$ cat src/iiss_pkg.sv
// constants and types for the isochronous snapshot controller
package iiss_pkg;
   localparam int ADDR_W = 3;
   localparam int N_ADDR = 8;
   localparam int DATA_W = 8;
   localparam int FIFO_DEPTH = 16;
   localparam int RIN_W = ADDR_W + DATA_W;
   localparam int PERIOD_W = 24;
   // clock and timing figures
   localparam int CLK_PERIOD_NS = 10;
   localparam int CYCLE_TIME_NS = 1000000;
   localparam int BLINK_HALF_MS = 250;
   localparam int NS_PER_MS = 1000000;
   localparam int CYCLE_TIME_CLKS = CYCLE_TIME_NS / CLK_PERIOD_NS;
   localparam int BLINK_HALF_CLKS = (BLINK_HALF_MS * NS_PER_MS) / CLK_PERIOD_NS;
   // diagnostic for a synchronous module that cannot run isochronously
   localparam logic [15:0] DIAG_NOT_ISO = 16'hEB05;
   localparam logic [PERIOD_W-1:0] PERIOD_ZERO = 24'h000000;
   localparam logic [PERIOD_W-1:0] PERIOD_ONE = 24'h000001;
   typedef enum logic [1:0] {
      IISS_F_IDLE,
      IISS_F_WAIT_PT,
      IISS_F_RUN
   } iiss_fast_state_t;
endpackage : iiss_pkg

$ cat src/iiss_top.sv
// snapshot ownership, sync strobe, fast task sequencing and remote input fifo
`timescale 1ns/1ps
`default_nettype none

// small fifo for the remote input stream
module iiss_fifo #(
   parameter int WIDTH = 11,
   parameter int DEPTH = 16
) (
   input wire logic ref_clk,
   input wire logic srst,
   input wire logic in_valid,
   output logic in_ready,
   input wire logic [WIDTH-1:0] in_data,
   output logic out_valid,
   input wire logic out_ready,
   output logic [WIDTH-1:0] out_data
);
   localparam int PW = $clog2(DEPTH);
   logic [WIDTH-1:0] mem [DEPTH];
   logic [PW-1:0] wr_ptr;
   logic [PW-1:0] rd_ptr;
   logic [PW:0] count;
   logic push;
   logic pop;

   // honest flags straight from the occupancy count
   assign in_ready = (count != DEPTH[PW:0]);
   assign out_valid = (count != '0);
   assign push = in_valid && in_ready;
   assign pop = out_valid && out_ready;
   assign out_data = mem[rd_ptr];

   // storage and pointers
   always_ff @(posedge ref_clk) begin
      if (srst) begin
         wr_ptr <= '0;
         rd_ptr <= '0;
         count <= '0;
      end else begin
         if (push) begin
            mem[wr_ptr] <= in_data;
            wr_ptr <= wr_ptr + 1'b1;
         end
         if (pop) begin
            rd_ptr <= rd_ptr + 1'b1;
         end
         count <= count + {{PW{1'b0}}, push} - {{PW{1'b0}}, pop};
      end
   end
endmodule : iiss_fifo

module iiss_top #(
   parameter int DEFAULT_PERIOD = iiss_pkg::CYCLE_TIME_CLKS,
   parameter int BLINK_HALF = iiss_pkg::BLINK_HALF_CLKS
) (
   input wire logic ref_clk,
   input wire logic srst,
   input wire logic [iiss_pkg::PERIOD_W-1:0] cycle_period,
   input wire logic dc_ref_present,
   input wire logic dc_ref_pulse,
   output logic sync_strobe,
   input wire logic cfg_valid,
   input wire logic [iiss_pkg::ADDR_W-1:0] cfg_addr,
   input wire logic cfg_fast,
   input wire logic cfg_remote,
   input wire logic cfg_analog,
   input wire logic cfg_iso_capable,
   input wire logic [iiss_pkg::ADDR_W-1:0] main_end,
   output logic cfg_reject,
   output logic diag_valid,
   output logic [15:0] diag_code,
   output logic [iiss_pkg::N_ADDR-1:0] err_led,
   input wire logic [iiss_pkg::N_ADDR*iiss_pkg::DATA_W-1:0] local_in,
   output logic [iiss_pkg::N_ADDR*iiss_pkg::DATA_W-1:0] local_out,
   output logic [iiss_pkg::N_ADDR*iiss_pkg::DATA_W-1:0] remote_out,
   input wire logic rin_valid,
   output logic rin_ready,
   input wire logic [iiss_pkg::ADDR_W-1:0] rin_addr,
   input wire logic [iiss_pkg::DATA_W-1:0] rin_data,
   input wire logic main_req,
   input wire logic main_busy,
   input wire logic main_at_point,
   input wire logic main_done,
   output logic main_start,
   output logic preempt_req,
   output logic fast_start,
   input wire logic fast_done,
   input wire logic time_err_en,
   output logic time_err_start,
   output logic halted,
   input wire logic task_wr,
   input wire logic [iiss_pkg::ADDR_W-1:0] task_wr_addr,
   input wire logic [iiss_pkg::DATA_W-1:0] task_wr_data,
   input wire logic [iiss_pkg::ADDR_W-1:0] rd_addr,
   output logic [iiss_pkg::DATA_W-1:0] rd_data
);
   import iiss_pkg::*;

   localparam logic [PERIOD_W-1:0] DEF_PERIOD = DEFAULT_PERIOD[PERIOD_W-1:0];
   localparam logic [31:0] BLINK_LAST = 32'(BLINK_HALF - 1);

   iiss_fast_state_t fast_state;
   logic [N_ADDR*DATA_W-1:0] lin_meta;
   logic [N_ADDR*DATA_W-1:0] lin_sync;
   logic [2:0] ref_sh;
   logic ref_align;
   logic [PERIOD_W-1:0] period_cnt;
   logic [PERIOD_W-1:0] period_eff;
   logic [N_ADDR-1:0] fast_own;
   logic [N_ADDR-1:0] main_used;
   logic [N_ADDR-1:0] is_remote;
   logic [N_ADDR-1:0] is_analog;
   logic [N_ADDR-1:0] bad_iso;
   logic [N_ADDR-1:0] main_own;
   logic [N_ADDR-1:0] rel_mask;
   logic fast_out_ready;
   logic [DATA_W-1:0] in_snap [N_ADDR];
   logic [DATA_W-1:0] out_shadow [N_ADDR];
   logic [DATA_W-1:0] out_live [N_ADDR];
   logic [DATA_W-1:0] rstage [N_ADDR];
   logic [DATA_W-1:0] live_in [N_ADDR];
   logic [31:0] blink_cnt;
   logic blink;
   logic fq_valid;
   logic fq_ready;
   logic [RIN_W-1:0] fq_data;
   logic main_go;
   logic point_ok;

   // pin inputs pass two flops; only the second stage is read
   always_ff @(posedge ref_clk) begin
      if (srst) begin
         lin_meta <= '0;
         lin_sync <= '0;
         ref_sh <= 3'h0;
      end else begin
         lin_meta <= local_in;
         lin_sync <= lin_meta;
         ref_sh <= {ref_sh[1:0], dc_ref_pulse};
      end
   end

   // edge of the reference pulse, taken from stages two and three
   assign ref_align = dc_ref_present && ref_sh[1] && !ref_sh[2];
   // zero period falls back to the configured default
   assign period_eff = (cycle_period == PERIOD_ZERO) ? DEF_PERIOD : cycle_period;

   // one timer serves backplane and fieldbus; it runs with or without slaves
   always_ff @(posedge ref_clk) begin
      if (srst) begin
         period_cnt <= '0;
         sync_strobe <= 1'b0;
      end else if (ref_align) begin
         period_cnt <= '0; // phase snaps to the reference slave
         sync_strobe <= 1'b1;
      end else if (period_cnt >= period_eff - PERIOD_ONE) begin
         period_cnt <= '0;
         sync_strobe <= 1'b1;
      end else begin
         period_cnt <= period_cnt + PERIOD_ONE;
         sync_strobe <= 1'b0;
      end
   end

   // ownership table; a claim on an owned address is refused
   always_ff @(posedge ref_clk) begin
      if (srst) begin
         fast_own <= '0;
         main_used <= '0;
         is_remote <= '0;
         is_analog <= '0;
         bad_iso <= '0;
         cfg_reject <= 1'b0;
         diag_valid <= 1'b0;
         diag_code <= 16'h0000;
      end else begin
         cfg_reject <= 1'b0;
         diag_valid <= 1'b0;
         if (cfg_valid) begin
            if (fast_own[cfg_addr] || main_used[cfg_addr]) begin
               cfg_reject <= 1'b1;
            end else if (!cfg_fast && (cfg_addr > main_end)) begin
               cfg_reject <= 1'b1; // main range ends at main_end
            end else begin
               is_remote[cfg_addr] <= cfg_remote;
               is_analog[cfg_addr] <= cfg_analog;
               if (cfg_fast) begin
                  fast_own[cfg_addr] <= 1'b1; // any address, gaps included
                  if (!cfg_remote && !cfg_analog && !cfg_iso_capable) begin
                     bad_iso[cfg_addr] <= 1'b1;
                     diag_valid <= 1'b1;
                     diag_code <= DIAG_NOT_ISO;
                  end
               end else begin
                  main_used[cfg_addr] <= 1'b1;
               end
            end
         end
      end
   end

   // main owns 0..main_end except gaps taken by the fast snapshot
   always_comb begin
      for (int a = 0; a < N_ADDR; a++) begin
         main_own[a] = (ADDR_W'(a) <= main_end) && !fast_own[a];
         rel_mask[a] = fast_own[a] && !is_analog[a] && fast_out_ready;
         live_in[a] = is_remote[a] ? rstage[a] : lin_sync[a*DATA_W +: DATA_W];
      end
   end

   // error lamp blink for modules unable to run isochronously
   always_ff @(posedge ref_clk) begin
      if (srst) begin
         blink_cnt <= '0;
         blink <= 1'b0;
      end else if (blink_cnt >= BLINK_LAST) begin
         blink_cnt <= '0;
         blink <= !blink;
      end else begin
         blink_cnt <= blink_cnt + 32'h00000001;
      end
   end
   assign err_led = bad_iso & {N_ADDR{blink}};

   // remote inputs queue here; draining stalls in strobe cycles so staging holds still
   iiss_fifo #(
      .WIDTH(RIN_W),
      .DEPTH(FIFO_DEPTH)
   ) u_rin_fifo (
      .ref_clk(ref_clk),
      .srst(srst),
      .in_valid(rin_valid),
      .in_ready(rin_ready),
      .in_data({rin_addr, rin_data}),
      .out_valid(fq_valid),
      .out_ready(fq_ready),
      .out_data(fq_data)
   );
   assign fq_ready = !sync_strobe;

   // remote staging: words delivered a cycle ahead of the strobe that latches them
   always_ff @(posedge ref_clk) begin
      if (srst) begin
         for (int a = 0; a < N_ADDR; a++) begin
            rstage[a] <= '0;
         end
      end else if (fq_valid && fq_ready) begin
         rstage[fq_data[RIN_W-1:DATA_W]] <= fq_data[DATA_W-1:0];
      end
   end

   // consistency point: main idle or parked at a module boundary
   assign point_ok = !main_busy || main_at_point;
   assign preempt_req = (fast_state == IISS_F_WAIT_PT);
   assign main_go = main_req && !main_busy && (fast_state == IISS_F_IDLE) && !halted && !sync_strobe;

   // fast task sequencing and overrun handling
   always_ff @(posedge ref_clk) begin
      if (srst) begin
         fast_state <= IISS_F_IDLE;
         fast_start <= 1'b0;
         time_err_start <= 1'b0;
         halted <= 1'b0;
         main_start <= 1'b0;
      end else begin
         fast_start <= 1'b0;
         time_err_start <= 1'b0;
         main_start <= main_go; // main starts on request, never on the strobe
         unique case (fast_state)
            IISS_F_IDLE: begin
               if (sync_strobe && !halted) begin
                  fast_state <= IISS_F_WAIT_PT; // inputs refreshed this edge
               end
            end
            IISS_F_WAIT_PT: begin
               if (sync_strobe) begin
                  if (time_err_en) begin
                     time_err_start <= 1'b1;
                  end else begin
                     halted <= 1'b1;
                     fast_state <= IISS_F_IDLE;
                  end
               end else if (point_ok) begin
                  fast_start <= 1'b1;
                  fast_state <= IISS_F_RUN;
               end
            end
            IISS_F_RUN: begin
               if (sync_strobe) begin
                  if (time_err_en) begin
                     time_err_start <= 1'b1;
                  end else begin
                     halted <= 1'b1;
                     fast_state <= IISS_F_IDLE;
                  end
               end else if (fast_done) begin
                  fast_state <= IISS_F_IDLE;
               end
            end
         endcase
      end
   end

   // outputs of the fast task count as prepared once it completes in time
   always_ff @(posedge ref_clk) begin
      if (srst) begin
         fast_out_ready <= 1'b0;
      end else if (fast_state == IISS_F_RUN && fast_done && !sync_strobe) begin
         fast_out_ready <= 1'b1;
      end else if (sync_strobe) begin
         fast_out_ready <= 1'b0;
      end
   end

   // input snapshot: fast part at the strobe, fast analog at fast start, main part at main start
   always_ff @(posedge ref_clk) begin
      if (srst) begin
         for (int a = 0; a < N_ADDR; a++) begin
            in_snap[a] <= '0;
         end
      end else begin
         for (int a = 0; a < N_ADDR; a++) begin
            if (fast_own[a] && !is_analog[a] && sync_strobe && fast_state == IISS_F_IDLE && !halted) begin
               in_snap[a] <= live_in[a];
            end else if (fast_own[a] && is_analog[a] && fast_state == IISS_F_WAIT_PT && point_ok && !sync_strobe) begin
               in_snap[a] <= live_in[a]; // analog read just before start
            end else if (main_own[a] && main_go) begin
               in_snap[a] <= live_in[a];
            end
         end
      end
   end

   // output shadow written by whichever task is running
   always_ff @(posedge ref_clk) begin
      if (srst) begin
         for (int a = 0; a < N_ADDR; a++) begin
            out_shadow[a] <= '0;
         end
      end else if (task_wr) begin
         out_shadow[task_wr_addr] <= task_wr_data;
      end
   end

   // live outputs: fast at the strobe, analog at fast done, main at main done
   always_ff @(posedge ref_clk) begin
      if (srst) begin
         for (int a = 0; a < N_ADDR; a++) begin
            out_live[a] <= '0;
         end
      end else begin
         for (int a = 0; a < N_ADDR; a++) begin
            if (sync_strobe && rel_mask[a]) begin
               out_live[a] <= out_shadow[a];
            end else if (fast_own[a] && is_analog[a] && fast_state == IISS_F_RUN && fast_done) begin
               out_live[a] <= out_shadow[a];
            end else if (main_own[a] && main_done) begin
               out_live[a] <= out_shadow[a];
            end
         end
      end
   end

   // local and remote images come from the same flops on the same edge
   always_comb begin
      for (int a = 0; a < N_ADDR; a++) begin
         local_out[a*DATA_W +: DATA_W] = is_remote[a] ? '0 : out_live[a];
         remote_out[a*DATA_W +: DATA_W] = is_remote[a] ? out_live[a] : '0;
      end
   end

   // read port open to every task
   always_ff @(posedge ref_clk) begin
      if (srst) begin
         rd_data <= '0;
      end else begin
         rd_data <= in_snap[rd_addr];
      end
   end

   // helper: cycles since the last strobe; the first strobe comes a full period after release
   logic [PERIOD_W-1:0] gap_cnt;
   always_ff @(posedge ref_clk) begin
      if (srst) begin
         gap_cnt <= PERIOD_ZERO;
      end else if (sync_strobe) begin
         gap_cnt <= PERIOD_ONE;
      end else begin
         gap_cnt <= gap_cnt + PERIOD_ONE;
      end
   end

   overrun_halt_a: assert property (@(posedge ref_clk) disable iff (srst)
      sync_strobe && fast_state != IISS_F_IDLE && !time_err_en |=> halted && fast_state == IISS_F_IDLE)
      else $error("overrun did not halt");
   overrun_call_a: assert property (@(posedge ref_clk) disable iff (srst)
      sync_strobe && fast_state != IISS_F_IDLE && time_err_en |=> time_err_start)
      else $error("overrun did not call time error task");
   start_point_a: assert property (@(posedge ref_clk) disable iff (srst)
      $rose(fast_start) |-> $past(point_ok) && $past(fast_state) == IISS_F_WAIT_PT)
      else $error("fast task started outside a consistency point");
   release_edge_a: assert property (@(posedge ref_clk) disable iff (srst)
      sync_strobe && rel_mask[1] && !is_remote[1] |=> local_out[2*DATA_W-1:DATA_W] == $past(out_shadow[1]))
      else $error("prepared output not released at strobe");
   dup_reject_a: assert property (@(posedge ref_clk) disable iff (srst)
      cfg_valid && (fast_own[cfg_addr] || main_used[cfg_addr]) |=> cfg_reject && $stable(fast_own))
      else $error("duplicate claim accepted");
   main_range_a: assert property (@(posedge ref_clk) disable iff (srst)
      cfg_valid && !cfg_fast && cfg_addr > main_end |=> cfg_reject)
      else $error("main claim beyond end accepted");
   diag_code_a: assert property (@(posedge ref_clk) disable iff (srst)
      cfg_valid && cfg_fast && !cfg_remote && !cfg_analog && !cfg_iso_capable
      && !fast_own[cfg_addr] && !main_used[cfg_addr] |=> diag_valid && diag_code == DIAG_NOT_ISO)
      else $error("missing isochronous diagnostic");
   strobe_gap_a: assert property (@(posedge ref_clk) disable iff (srst)
      sync_strobe |-> gap_cnt <= period_eff)
      else $error("strobe gap longer than one cycle period");
   halt_sticky_a: assert property (@(posedge ref_clk) disable iff (srst)
      halted |=> halted && !fast_start)
      else $error("halted state left or task started");
   snap_frozen_a: assert property (@(posedge ref_clk) disable iff (srst)
      fast_state == IISS_F_RUN && fast_own[1] && !is_analog[1] |=> $stable(in_snap[1]))
      else $error("fast snapshot changed during run");

   full_cycle_c: cover property (@(posedge ref_clk) disable iff (srst)
      fast_start ##[1:1000] (fast_state == IISS_F_RUN && fast_done));
   overrun_c: cover property (@(posedge ref_clk) disable iff (srst) $rose(halted));
   reject_c: cover property (@(posedge ref_clk) disable iff (srst) cfg_reject);
   align_c: cover property (@(posedge ref_clk) disable iff (srst) ref_align);
endmodule : iiss_top
`default_nettype wire

$ cat config.mk
export PLATFORM = sky130hd
export DESIGN_NAME = iiss_top
export DESIGN_NICKNAME = d
export VERILOG_FILES = /design/src/iiss_pkg.sv /design/src/iiss_top.sv
export SDC_FILE = /design/constraint.sdc
export NUM_CORES = 1
export LEC_CHECK = 0
export ABC_CLOCK_PERIOD_IN_PS = 9800
export BUFFER_PORTS_ARGS = -buffer_cell sky130_fd_sc_hd__buf_2
export CAP_MARGIN = 20
export CORE_MARGIN = 2
export CORE_UTILIZATION = 63
export CTS_CLUSTER_SIZE = 25
export DETAILED_ROUTE_END_ITERATION = 10
export HOLD_SLACK_MARGIN = 0.08
export PLACE_DENSITY = 0.87
export SLEW_MARGIN = 20
export SYNTH_ARGS = -nofsm -noshare
export SYNTH_HDL_FRONTEND = slang
export SYNTH_SLANG_ARGS = --single-unit
$ cat constraint.sdc
create_clock -name ref_clk -period 9.8 [get_ports ref_clk]
set_input_delay 2.45 -clock ref_clk [delete_from_list [all_inputs] [get_ports ref_clk]]
set_output_delay 2.45 -clock ref_clk [all_outputs]
set_load 0.01 [all_outputs]
==> reports/metrics.csv <==
stage;metric;value;unit
status;status;finished, final reports clean;
worst_setup_path;Setup CP Type;in -> reg;
worst_setup_path;CP max-delay cell;a41o_1;
routing;drt pass-1 iters;6;
die;Initial Utilization;63.75;%
synthesis;Seq cells post-synth;696;
die;Die W;218.1;um
synthesis;Main synth FF type;edfxtp_1;
pwr;IR drop worst, VDD;0.2156;mV
pwr;P_sw;1.748;mW
synthesis;count of different cell masters after synthesis;72;
pwr;Combinational Power Share;13.5;%
pwr;Power Density;208.7;nW/um2
synthesis;mapped cell area;28870;um2
timing;Worst-Margin Slew;1.097;ns
routing;WL final;66230;um
flow_run;Max Cap Violations;0;
layout;most frequent cells in the layout;416 x edfxtp_1, 296 x buf_2, 276 x dfxtp_1, 246 x nor2b_1, 223 x nor2_1;
synthesis;Synth Warn #;0;
timing;Slew HR;26.57;%
worst_setup_path;CP Buf/Inv Count;1;
die;# IOs;305;
worst_setup_path;Worst Setup Start Kind;primary input;
layout;multi-input logic area;10080;um2
routing;DR vias/cell;5.852;
routing;total number of vias;18630;
clock_tree;CTS Root Buffer Type;clkbuf_16;
global_routing;vias in the first global route;18140;
worst_setup_path;CP required;10.24;ns
global_routing;initial antenna violation count;1;
synthesis;ys async rst share;0;%
routing;Final ANT Viol Nets;0;
timing;unrepaired setup endpoints after global routing;no;
pwr;Power Total;6.872;mW
placement;DP Area;30710;um2
placement;GPL Wtd Cong;0.9298;
timing;final hold violation count;0;
worst_setup_path;CP top delay family;simple AND/OR/NAND/NOR gates;
layout;# fillers;2816;
global_routing;first-pass GRT wire length;101100;um
timing;setup TNS;0;ns
die;CORE AREA;45280;um2
clock_tree;CTS Buffer Depth;3;
die;die area;47550;um2
layout;sequential cell area;18100;um2
worst_hold_path;worst min path class;reg -> reg;
timing;Final Cycle Share;56.16;%
die;# rows;78;
worst_setup_path;crit path max fanout;25;
pwr;Leak;12.36;nW
timing;Final Critical Period;5.504;ns
synthesis;syn_area_per_cell;12.79;um2
pwr;cell-internal power;5.124;mW
clock_tree;Skew-Pair Late Insertion Delay;0.61;ns
layout;Final Instance Area;32930;um2
clock_tree;H-tree depth;3;
global_routing;largest net degree at the start of global routing;100;
worst_setup_path;critical-path cell list;buf_2, or4_4, or4_1, nor4_1, nand2_1, xor2_1, ha_1, nand3_1, o311ai_0, a41o_1, nor3_1;
pwr;Switching Share;25.44;%
timing;final setup fails;0;
clock_tree;Setup Buffers After CTS;0;
synthesis;post-synthesis sequential area ratio;62.69;%
clock_tree;# hold bufs at CTS;0;
worst_setup_path;R2R Setup Slk;5.74;ns
worst_setup_path;CP max stage delay;0.71;ns
routing;drt drc;0;
pwr;Seq pwr share;49.3;%
synthesis;Synth Instances;2257;
clock_tree;TritonCTS clock tree;done;
clock_tree;CTS sink count;696;
layout;share of cells above drive strength 1;21.25;%
timing;number of slew-limit violations in the final report;0;
global_routing;GRT Residual Overflow;0;
layout;Final #Nets;2711;
routing;DR WL/cell;20.80;um
die;Die Y;218.1;um
placement;Port Buf Inserts;296;
layout;area grow syn2layout;14.08;%
clock_tree;Reg clk slew, reported paths;0.05;ns
routing;initial DRC count;1769;
pwr;part of the power in the clock network;37.2;%
clock_tree;CTS resizes;0;
synthesis;EDFF count, synth;416;
clock_tree;Inserted Clock Buffers;69;
global_routing;GRT Overall Usage;27.87;%
worst_setup_path;Critical Path AT;5.94;ns
placement;HPWL Detailed;45340;um
timing;fmax;0.1817;GHz
worst_setup_path;crit end category;register;
layout;commonest non-fill, non-tap cell in the layout;edfxtp_1;
timing;Worst Skew;0.02661;ns
## layout make-up
type	instances	area share, %
clock buffer	99	6.018
timing repair buffer	314	4.913
multi-input combinational	1397	30.60
tap	600	2.280
sequential	696	54.97
inverter	52	0.5927
antenna	1	0.007599
clock inverter	25	0.6155
## state kept, by name, indices dropped and copies added (netlist names), 24 cells and up, named ones only
| register | flops |
|---|---|
| in_snap | 64 |
| lin_meta | 64 |
| rstage | 64 |
| blink_cnt | 32 |
| out_live | 64 |
| lin_sync | 64 |
| u_rin_fifo.mem | 176 |
| out_shadow | 64 |
| period_cnt | 24 |
## worst reg2reg max path, stage by stage (launching register included)
cell and delay [ns]:
dfxtp_2 0.32, buf_4 0.65, mux4_2 0.65, mux4_2 0.55, nor2b_1 0.70, inv_2 0.18
o21ai_1 0.64
## power groups by stage
| stage | clock network (mW) | logic [mW] | registers, mW |
|---|---|---|---|
| finish | 2.56 | 0.927 | 3.39 |
| global route | 2.69 | 0.998 | 3.40 |
| CTS | 2.58 | 0.916 | 3.39 |
| detailed placement | 0 | 0.902 | 3.45 |
| global placement | 0 | 0.869 | 3.44 |
| floorplan | 0 | 0.696 | 3.38 |
## cells in the mapped netlist (5+ instances only)
| cell | instances | area [um2] |
|---|---|---|
| edfxtp_1 | 416 | 12490 |
| and4_1 | 5 | 43.79 |
| dfxtp_1 | 280 | 5605 |
| o21ai_1 | 5 | 25.02 |
| buf_4 | 19 | 142.6 |
| mux4_2 | 69 | 1554 |
| nor2_2 | 11 | 68.82 |
| ha_1 | 44 | 550.5 |
| nor4_1 | 17 | 106.4 |
| clkbuf_1 | 83 | 311.6 |
| xnor2_1 | 50 | 437.9 |
| nand3b_1 | 11 | 82.58 |
| o32ai_1 | 16 | 140.1 |
| o2bb2ai_1 | 8 | 70.07 |
| xor2_1 | 22 | 192.7 |
| nor4b_1 | 5 | 43.79 |
| inv_1 | 50 | 187.7 |
| nor2b_1 | 246 | 1539 |
| a31oi_1 | 5 | 31.28 |
| nand4_1 | 20 | 125.1 |
| mux2_2 | 16 | 180.2 |
| a21oi_1 | 19 | 95.09 |
| a211o_1 | 5 | 43.79 |
| o21ai_0 | 35 | 175.2 |
| buf_2 | 7 | 35.03 |
| nand3_1 | 31 | 155.2 |
| a22oi_1 | 6 | 45.04 |
| a21o_1 | 9 | 67.56 |
| nand2_1 | 91 | 341.6 |
| nand2b_1 | 13 | 81.33 |
| o211ai_1 | 6 | 45.04 |
| or3b_2 | 5 | 43.79 |
| nand2_2 | 6 | 37.54 |
| and2_1 | 157 | 982.2 |
| o311ai_0 | 5 | 43.79 |
| nor3_1 | 55 | 275.3 |
| nor2_1 | 230 | 863.3 |
| and3_1 | 9 | 56.30 |
| mux2i_1 | 100 | 1001 |
| or3_1 | 6 | 37.54 |
| buf_1 | 13 | 48.80 |
## layer usage
| layer | track usage [%] | share of wire, % | routed length (um) | up-vias |
|---|---|---|---|---|
| met4 | 10.11 | 3.5 | 2299 | 2 |
| li1 | - | - | - | 8506 |
| met5 | 0 | 0.017 | 11 | - |
| met3 | 4.895 | 7.9 | 5251 | 182 |
| met2 | 47.62 | 50 | 33060 | 881 |
| met1 | 35.88 | 39 | 25600 | 9063 |
## per-stage QoR
stage                     hold slack, ns  setup slack [ns]  cells  utilization (%)
after global routing              0.4520             4.044   3183            72.72
after floorplan                   0.4138             4.287   2271                -
final                             0.4398             4.296   3184            72.72
after global placement            0.4216             3.855   3054            67.78
after CTS                         0.4422             4.306   3180            72.64
after detailed placement          0.4241             3.680   3056            67.82
## path summary, 6_finish.rpt
check                          start                    endpoint  cells after the start
max                  cycle_period[2]    period_cnt[4]$_SDFF_PP0_                     11
min          lin_meta[30]$_SDFF_PP0_     lin_sync[30]$_SDFF_PP0_                      1
max reg2reg                 register  rstage[2][0]$_SDFFCE_PN0P_                      6
min reg2reg  lin_meta[30]$_SDFF_PP0_     lin_sync[30]$_SDFF_PP0_                      1
## kinds of logic after synthesis
family / Yosys count / share of synthesized area (%)
adder cells (fa/ha/maj): 45 / 1.976
buffers and inverters: 178 / 2.709
XOR/XNOR: 72 / 2.184
other: 1 / 0.01299
AO/OA/AOI/OAI: 141 / 3.355
multiplexers: 185 / 9.475
AND/OR/NAND/NOR: 939 / 17.60
flip-flops: 696 / 62.69
Note: power is estimated with default switching activity, not from simulation.
